**src/rtl/wdg_pkg.sv**
```systemverilog
package wdg_pkg;
	// register bus shape
	localparam int unsigned ADDR_W = 16;
	localparam int unsigned DATA_W = 8;

	// register byte addresses
	localparam logic [15:0] CTL_ADDR = 16'h5040;
	localparam logic [15:0] ST_ADDR = 16'h5041;
	localparam logic [15:0] IRQ_ST_ADDR = 16'h5042;
	localparam logic [15:0] IRQ_CLR_ADDR = 16'h5043;
	localparam logic [15:0] IRQ_EN_ADDR = 16'h5044;

	// control register fields
	localparam int unsigned CTL_RUN_LSB = 0;
	localparam int unsigned CTL_RUN_W = 4;
	localparam int unsigned CTL_CLR_BIT = 4;

	// status register fields
	localparam int unsigned ST_FLAG_BIT = 0;
	localparam int unsigned ST_MODE_BIT = 1;

	// interrupt status, clear and enable fields
	localparam int unsigned IRQ_W = 2;
	localparam int unsigned IRQ_NMI_BIT = 0;
	localparam int unsigned IRQ_RST_BIT = 1;

	// reset values
	localparam logic [3:0] RUN_STOP_CODE = 4'ha;
	localparam logic [3:0] RUN_RESET_VAL = RUN_STOP_CODE;
	localparam logic MODE_RESET_VAL = 1'h0;
	localparam logic FLAG_RESET_VAL = 1'h0;
	localparam logic [1:0] IRQ_EN_RESET_VAL = 2'h0;

	// timing: tick rate and overflow period
	localparam int unsigned SLOW_OSC_HZ = 32768;
	localparam int unsigned TICK_HZ = 256;
	localparam int unsigned OVF_OSC_PERIODS = 131072;
	localparam int unsigned OSC_PER_TICK = SLOW_OSC_HZ / TICK_HZ;
	localparam int unsigned OVF_TICKS = OVF_OSC_PERIODS / OSC_PER_TICK;
	localparam int unsigned CNT_W = $clog2(OVF_TICKS);

	// overflow action encoding
	typedef enum logic [0:0] {
		WDG_ACT_NMI = 1'b0,
		WDG_ACT_RESET = 1'b1
	} wdg_action_t;
endpackage : wdg_pkg

```
**src/rtl/wdg_supervision_timer.sv**
```systemverilog
// Notes on behaviour
// - counter steps on the 256 Hz tick, only while slow oscillator runs
// - overflow after 1024 ticks, that is 131072 oscillator periods, uncleared
// - halt does not stop counting; overflow raises nmi or reset
// - sleep gates the tick off, so counting pauses until it returns
// - control at 0x5040, status at 0x5041, both eight bits
// - reserved bits read zero; software writes them as zero
// - writing one to control bit 4 zeroes counter; bit reads zero
// - run code 0b1010 stops counting, other values run; resets stopped
// - status bit 1 selects reset when one, nmi when zero
// - status bit 0 set by overflow, cleared by timer clear
// - flag also set in reset action; system reset then clears it
//
// Added by the designer: the plain strobed port.
module wdg_supervision_timer #(
	parameter int unsigned CNT_W = wdg_pkg::CNT_W
) (
	input wire logic clk, // system clock, 25 MHz
	input wire logic rst, // async reset, active high
	input wire logic clkEn, // freezes all state when low
	input wire logic tickIn, // 256 Hz tick from the clock generator unit
	input wire logic slowOscOn, // slow oscillator running
	input wire logic sleepMode, // clock generator gates the tick off
	input wire logic [wdg_pkg::ADDR_W-1:0] busAddr, // register byte address
	input wire logic [wdg_pkg::DATA_W-1:0] busWdata, // write data
	input wire logic busWr, // write strobe
	input wire logic busRd, // read strobe
	output logic [wdg_pkg::DATA_W-1:0] busRdata, // read data, cycle after strobe
	output logic nmiReq, // nmi request pulse
	output logic resetReq, // system reset request pulse
	output logic irq // level interrupt
);
	import wdg_pkg::*;

	localparam logic [CNT_W-1:0] CNT_MAX = {CNT_W{1'b1}};
	localparam logic [CNT_W-1:0] CNT_ONE = {{(CNT_W-1){1'b0}}, 1'b1};

	// synchronised pins
	logic tickSync;
	logic oscSync;
	logic sleepSync;
	logic tickLast;

	// tick qualification
	logic tickRise;
	logic tickEv;
	logic running;
	logic step;
	logic ovfEv;

	// bus decode
	logic wrCtl;
	logic wrSt;
	logic wrIrqClr;
	logic wrIrqEn;
	logic clrWr;

	// block state
	logic [CNT_W-1:0] cnt;
	logic [CNT_W-1:0] next_cnt;
	logic [3:0] runCode;
	wdg_action_t mode;
	logic ovfFlag;
	logic nmiPulse;
	logic rstPulse;
	logic [IRQ_W-1:0] irqStatus;
	logic [IRQ_W-1:0] irqEnable;
	logic [IRQ_W-1:0] irqEvents;
	logic [DATA_W-1:0] next_rdata;

	// refuse counter widths the logic cannot serve
	generate
		if (CNT_W < 2 || CNT_W > 16) begin : g_bad_width
			$error("CNT_W must lie between 2 and 16");
		end
	endgenerate

	// pins from the clock generator cross into the bus clock
	wdg_sync #(
		.WIDTH(3)
	) u_sync (
		.clk(clk),
		.rst(rst),
		.clkEn(clkEn),
		.asyncIn({sleepMode, slowOscOn, tickIn}),
		.syncOut({sleepSync, oscSync, tickSync})
	);

	// remember the tick level for edge detection
	always_ff @(posedge clk or posedge rst) begin
		if (rst) begin
			tickLast <= 1'b0;
		end else if (clkEn) begin
			tickLast <= tickSync;
		end
	end

	// a tick counts only with the oscillator on and outside sleep
	assign tickRise = tickSync & ~tickLast;
	assign tickEv = tickRise & oscSync & ~sleepSync;

	// any code but the stop code runs; halt has no say here
	assign running = (runCode != RUN_STOP_CODE);
	assign step = running & tickEv;

	// wrap from all ones is the overflow
	assign ovfEv = step & (cnt == CNT_MAX);

	// register decode, only while the clock enable is high
	assign wrCtl = clkEn & busWr & (busAddr == CTL_ADDR);
	assign wrSt = clkEn & busWr & (busAddr == ST_ADDR);
	assign wrIrqClr = clkEn & busWr & (busAddr == IRQ_CLR_ADDR);
	assign wrIrqEn = clkEn & busWr & (busAddr == IRQ_EN_ADDR);

	// writing zero to the clear bit does nothing
	assign clrWr = wrCtl & busWdata[CTL_CLR_BIT];

	// next counter value: clear beats a tick
	always_comb begin
		next_cnt = cnt;
		if (clrWr) begin
			next_cnt = '0;
		end else if (step) begin
			next_cnt = cnt + CNT_ONE;
		end
	end

	// watchdog up-counter
	always_ff @(posedge clk or posedge rst) begin
		if (rst) begin
			cnt <= '0;
		end else if (clkEn) begin
			cnt <= next_cnt;
		end
	end

	// run/stop code, stopped after reset
	always_ff @(posedge clk or posedge rst) begin
		if (rst) begin
			runCode <= RUN_RESET_VAL;
		end else if (wrCtl) begin
			runCode <= busWdata[CTL_RUN_LSB +: CTL_RUN_W];
		end
	end

	// overflow action select
	always_ff @(posedge clk or posedge rst) begin
		if (rst) begin
			mode <= wdg_action_t'(MODE_RESET_VAL);
		end else if (wrSt) begin
			mode <= wdg_action_t'(busWdata[ST_MODE_BIT]);
		end
	end

	// overflow flag: overflow wins over a clear in the same cycle
	always_ff @(posedge clk or posedge rst) begin
		if (rst) begin
			ovfFlag <= FLAG_RESET_VAL;
		end else if (clkEn) begin
			if (ovfEv) begin
				ovfFlag <= 1'b1;
			end else if (clrWr) begin
				ovfFlag <= 1'b0;
			end
		end
	end

	// one pulse per overflow, routed by the action select
	always_ff @(posedge clk or posedge rst) begin
		if (rst) begin
			nmiPulse <= 1'b0;
			rstPulse <= 1'b0;
		end else if (clkEn) begin
			nmiPulse <= ovfEv & (mode == WDG_ACT_NMI);
			rstPulse <= ovfEv & (mode == WDG_ACT_RESET);
		end
	end

	// a frozen clock enable must not stretch a pulse
	assign nmiReq = nmiPulse & clkEn;
	assign resetReq = rstPulse & clkEn;

	// interrupt events mirror the two requests
	assign irqEvents[IRQ_NMI_BIT] = ovfEv & (mode == WDG_ACT_NMI);
	assign irqEvents[IRQ_RST_BIT] = ovfEv & (mode == WDG_ACT_RESET);

	// sticky interrupt status, set beats clear
	always_ff @(posedge clk or posedge rst) begin
		if (rst) begin
			irqStatus <= '0;
		end else if (clkEn) begin
			if (wrIrqClr) begin
				irqStatus <= (irqStatus & ~busWdata[IRQ_W-1:0]) | irqEvents;
			end else begin
				irqStatus <= irqStatus | irqEvents;
			end
		end
	end

	// interrupt enable register
	always_ff @(posedge clk or posedge rst) begin
		if (rst) begin
			irqEnable <= IRQ_EN_RESET_VAL;
		end else if (wrIrqEn) begin
			irqEnable <= busWdata[IRQ_W-1:0];
		end
	end

	// level interrupt while any enabled bit stands
	assign irq = |(irqStatus & irqEnable);

	// read mux; reserved and write-only bits read zero
	always_comb begin
		next_rdata = '0;
		if (busRd) begin
			case (busAddr)
				CTL_ADDR: begin
					next_rdata[CTL_RUN_LSB +: CTL_RUN_W] = runCode;
				end
				ST_ADDR: begin
					next_rdata[ST_MODE_BIT] = mode;
					next_rdata[ST_FLAG_BIT] = ovfFlag;
				end
				IRQ_ST_ADDR: begin
					next_rdata[IRQ_W-1:0] = irqStatus;
				end
				IRQ_EN_ADDR: begin
					next_rdata[IRQ_W-1:0] = irqEnable;
				end
				default: begin
					next_rdata = '0;
				end
			endcase
		end
	end

	// read data stand only in the cycle after the strobe
	always_ff @(posedge clk or posedge rst) begin
		if (rst) begin
			busRdata <= '0;
		end else if (clkEn) begin
			busRdata <= next_rdata;
		end
	end
endmodule : wdg_supervision_timer

```
**src/rtl/wdg_sync.sv**
```systemverilog
module wdg_sync #(
	parameter int unsigned WIDTH = 3
) (
	input wire logic clk, // system clock
	input wire logic rst, // async reset, active high
	input wire logic clkEn, // freezes all state when low
	input wire logic [WIDTH-1:0] asyncIn, // levels from outside the domain
	output logic [WIDTH-1:0] syncOut // two-stage synchronised levels
);
	import wdg_pkg::*;

	logic [WIDTH-1:0] stage1;

	generate
		if (WIDTH < 1) begin : g_bad
			$error("wdg_sync needs at least one bit");
		end
	endgenerate

	// first stage feeds only the second stage
	always_ff @(posedge clk or posedge rst) begin
		if (rst) begin
			stage1 <= '0;
		end else if (clkEn) begin
			stage1 <= asyncIn;
		end
	end

	// second stage is the only one the block reads
	always_ff @(posedge clk or posedge rst) begin
		if (rst) begin
			syncOut <= '0;
		end else if (clkEn) begin
			syncOut <= stage1;
		end
	end
endmodule : wdg_sync

```
**config.mk**
```make
export PLATFORM = sky130hd
export DESIGN_NAME = wdg_supervision_timer
export DESIGN_NICKNAME = d
export VERILOG_FILES = /design/src/rtl/wdg_pkg.sv /design/src/rtl/wdg_supervision_timer.sv /design/src/rtl/wdg_sync.sv
export SDC_FILE = /design/constraint.sdc
export NUM_CORES = 1
export LEC_CHECK = 0
export BUFFER_PORTS_ARGS = -buffer_cell sky130_fd_sc_hd__buf_2
export CELL_PAD_IN_SITES_DETAIL_PLACEMENT = 0
export CELL_PAD_IN_SITES_GLOBAL_PLACEMENT = 2
export CORE_AREA = 3 3 91 72
export CTS_CLUSTER_DIAMETER = 50
export DETAILED_ROUTE_END_ITERATION = 6
export DIE_AREA = 0 0 94 75
export GPL_ROUTABILITY_DRIVEN = 0
export GPL_TIMING_DRIVEN = 0
export HOLD_SLACK_MARGIN = 0.06
export PLACE_DENSITY_LB_ADDON = 0.05
export SLEW_MARGIN = 0
export SYNTH_ARGS = -nofsm -noshare
export SYNTH_HDL_FRONTEND = slang
export SYNTH_SLANG_ARGS = --single-unit
export TNS_END_PERCENT = 20
```
**constraint.sdc**
```tcl
create_clock -name clk -period 2.2 [get_ports clk]
set_input_delay 0.44 -clock clk [delete_from_list [all_inputs] [get_ports clk]]
set_output_delay 0.44 -clock clk [all_outputs]
set_load 0.01 [all_outputs]
```
# After elaboration in Yosys (flattened, before gate mapping)
# Cells that the tools add are included.
# totals
ff_bits	37
output_inout_bits	11
# classes
addsub	1
n_eq_ne	7
mux	8
bitwise_logic	23
n_reduce_logical	5
# ops
cell	count
16-bit by 15-bit equality test with 1-bit output, second input constant	5
10-bit two-way mux	2
1-bit AND	15
10-bit by 1-bit adder with 10-bit output, second input constant	1
10-bit equality test, second input constant	1
2-bit one-hot mux with 4 select lines	1
2-bit AND	2
2-bit two-way mux	2
4-bit two-way mux	1
4-bit != test, second input constant	1
2-bit bitwise OR	2
2-bit AND reduction	2
2-bit nonzero test	2
1-bit NOT	3
1-bit two-way mux	2
2-bit NOT	1
2-bit OR reduction	1

# Depth between registers and ports, before layout
# depth
ltp_word	9
mapped_depth	6
ltp_nobuf	5

# Hierarchy
# From an unflattened synthesis, not the netlist that was laid out.
# hier_totals
cells_unflattened	160
hier_area_um2	1729.2
# modules_own_cells
mod	instances	cells_per_inst	area_each_um2	seq_area_each_um2
wdg_supervision_timer	1	146	1473.9	678.2
wdg_sync	1	14	255.2	150.1

# Least setup slack after synthesis
# OpenSTA, ideal clock, no wires.
# synth_path
kind	input to register
startpoint	input port clkEn
endpoint	register irqEnable[0]
setup_ps	125
arrival_ps	1651
slack_ps	424
stages	5
n_path_buf	1
path_cell_list	buf_4 -> nor3b_2 -> nand4_2 -> nor4b_2 -> mux2_2
# synth_via
elab_chain_len	2
# synth_lines
element	line	rtl
from (decl)	wdg_supervision_timer.sv:20	input wire logic clkEn,
1-bit AND (2 in a row)	wdg_supervision_timer.sv:113	assign wrIrqEn = clkEn & busWr & (busAddr == IRQ_EN_ADDR);
to (signal assigned)	wdg_supervision_timer.sv:205	irqEnable <= busWdata[IRQ_W-1:0];
to (decl)	wdg_supervision_timer.sv:67	logic [IRQ_W-1:0] irqEnable;
# No other way between the ends.
# A chain may end at the register's enable or synchronous reset.

# Worst setup path in the final report
# layout_path
startpoint	input port clkEn
endpoint	output port resetReq
# layout_via
elab_chain_len	1
# layout_lines
element	line	rtl
1-bit AND	wdg_supervision_timer.sv:181	assign resetReq = rstPulse & clkEn;
to (decl)	wdg_supervision_timer.sv:30	output logic resetReq,
# No other way between the ends.

==> metrics.txt <==
worst skew pair latency a little under 0.3 ns; crit-path max cell delay 0.48 ns; synth unique cells 49; Synth async-reset ratio 1.00; routed wire length ~4.9 mm; Yosys reg bits 33; Max Cap Viol 0; Synth area leaders dfrtp_1 (41%), mux2_2 (6.6%), dfstp_2 (2.8%), inv_1 (2.8%), nand2_1 (2.4%); post-route ant nets 0; top cell type's share of synthesized area 0.414; hold crit path type in2async; CP Class in2out; Root Driver clkbuf_8; die area 0.00705 mm2; grt ovf 0; DR vias 1538; Worst EP required approximately 1.8 ns; number of buffers added on ports 31; Worst Max-Slew Pin Slew 0.705 ns; Switch Pwr 447 uW; dominant synthesized flop cell dfrtp_1; Area growth syn-to-layout 18.5%; fillers between 500 and 600; vias in the first global route 1552; leakage between 0.0009 and 0.001 uW; worst rel slew slack 0.530; Die Width 94 um; Hold-fix buffers, CTS 0; final hold violations 0; DRT Pass-1 Iters 4; CP endpoint kind output pin; 1st-iter DRT viols 61; Synth Instances 177; Avg Cell Area, Syn 10.6 um2; Starting Density 0.328; wire per inst 16.4 um; io pins between 40 and 50; Finished Core Util 0.389; H-tree lvl count 2; Sink Count 33; clk buf depth 2; initial antenna violation count 0; Internal Power 1010 uW; combinational share of power 0.203; Setup-failing EPs final 0; pwr dens between 600 and 700 mW/mm2; global-route wire length before repair 7.89 mm; top post-synthesis cells by count dfrtp_1 (31), inv_1 (14), nand2_1 (12); largest area contributor in the netlist dfrtp_1; CP Max Fanout 10; CTS tree built; clock slew at reported path FFs 0.07 ns; Die Height 75 um; Post-synth EDFFs 0; largest net degree at the start of global routing 34; clock network fraction of total power 0.306; Worst path slowest cell clkbuf_1; power share of the sequential group 0.491; Net Sw Frac 0.306; core area 0.00571 mm2; Final nets 251; register area 828 um2; WP data arrival 1.50 ns; multi-input logic area roughly 940 um2; post-DP HPWL 3.67 mm; Num CTS Buffers 5; CP startpoint kind input port; ANT cells 0; IR drop worst, VDD 0.266 mV; most frequent cell after synthesis dfrtp_1; Post-Route Setup TNS 0 ns; worst path cell trace buf_4 -> inv_1 -> clkbuf_1 -> nor2_1 -> buf_2; minimum clock period 1.94 ns; Peak Freq 515 MHz; Ys Warns 0; RSZ-0062 raised after global routing false; Post-CTS Repair Setup Buffers 0; layout cells sized above 1 0.315; DR vias/cell between 5 and 6; Slew Limit Fails 0; All-Layer GR Usage 0.149; period utilisation layout 0.883; Post-Syn Area ~0.0019 mm2; Fin Clk Skew 0.00786 ns; status finished clean; Post-route DRC 0; sequential area share after synthesis 0.443; post-cts sizing count 0; row cnt 24
[flip-flops by register name, indices dropped and copies added, names as in the netlist]
register        count
busRdata            4
irqStatus           2
u_sync.syncOut      3
tickLast            1
mode                1
irqEnable           2
rstPulse            1
nmiPulse            1
u_sync.stage1       3
cnt                10
ovfFlag             1
runCode             4
[path summary, 6_finish.rpt]
path                                endpoint  cells after the start         from  slack (ns)
min reg2reg                      busRdata[1]                      1  busRdata[1]        0.48
max                                 resetReq                      5        clkEn        0.26
min                        u_sync.syncOut[1]                      2          rst        0.27
max reg2reg                           cnt[6]                      5       cnt[1]        0.36
max in group asynchronous           nmiPulse                      2          rst        1.48
min in group clk                  runCode[2]                      2  busWdata[2]        0.38
[layer usage]
metal,up-vias,track usage,routed length [um],share of wire
met4,0,0.0433,55,0.011
li1,745,-,-,-
met1,748,0.210,2490,0.51
met2,38,0.228,2070,0.43
met3,7,0.0360,252,0.052
met5,-,0,0,0
[cells in the final DEF, fill, tap and decap left out, types with 3 or more instances in the layout]
cell type  Yosys  routed
mux2_2        11      11
nand3_1        8       8
dfrtp_1       31      31
o211ai_1       4       4
or3_1          3       3
a21oi_1        3       3
inv_1         14      13
nor2_1         5       5
clkbuf_1       7       8
buf_4          5       5
nand2_1       12      12
and3_1         3       3
o31ai_1        4       4
clkbuf_8       0       5
buf_2          0      31
nor4b_2        3       3
o2bb2ai_1      3       3
o21ai_1        4       4
nor4_1         3       3
a22o_1         3       3
conb_1         1       4
nand4_1        4       4
o21ai_0        5       5
o21bai_1       3       3
[power by group through the flow]
stage               sequential [uW]  combinational (uW)  clock [uW]
floorplan                       708                 220           0
global placement                722                 285           0
detailed placement              726                 297           0
CTS                             715                 299         463
global route                    725                 331         490
finish                          716                 297         447
[critical path: cells and delay by family]
kind | cells | cell delay [ns]
buffers and inverters | 4 | 0.94
AND/OR/NAND/NOR | 1 | 0.11
[layout make-up]
type,instances,area share
Buffer,12,0.0288
Clock buffer,6,0.0327
Clock inverter,2,0.00451
Inverter,14,0.0237
Multi-Input combinational cell,121,0.423
Sequential cell,33,0.373
Tap cell,78,0.0440
Timing Repair Buffer,31,0.0699
[cell families (layout without fill, tap and decap cells)]
kind of cell	count (synthesis)	in the layout	share of synthesized area
DFF	33	33	0.443
AOI/OAI and AO/OA	43	43	0.170
adders and majority gates	1	1	0.00668
buffers and inverters	26	65	0.0622
muxes	15	15	0.0889
other	1	4	0.00200
and+or+nand+nor	58	58	0.227
[through the flow]
stage	area, um2	std cells	worst slack (ns)	total power (uW)	hold WS, ns
2_1_floorplan	1880	180	0.424	927	0.459
3_3_place_gp	2140	289	0.0916	1010	0.469
3_5_place_dp	2140	289	0.0722	1020	0.468
4_1_cts	2220	297	0.234	1480	0.374
5_1_grt	2220	297	0.142	1550	0.331
6_report	2220	297	0.257	1460	0.266
(Power assumes the default switching activity.)
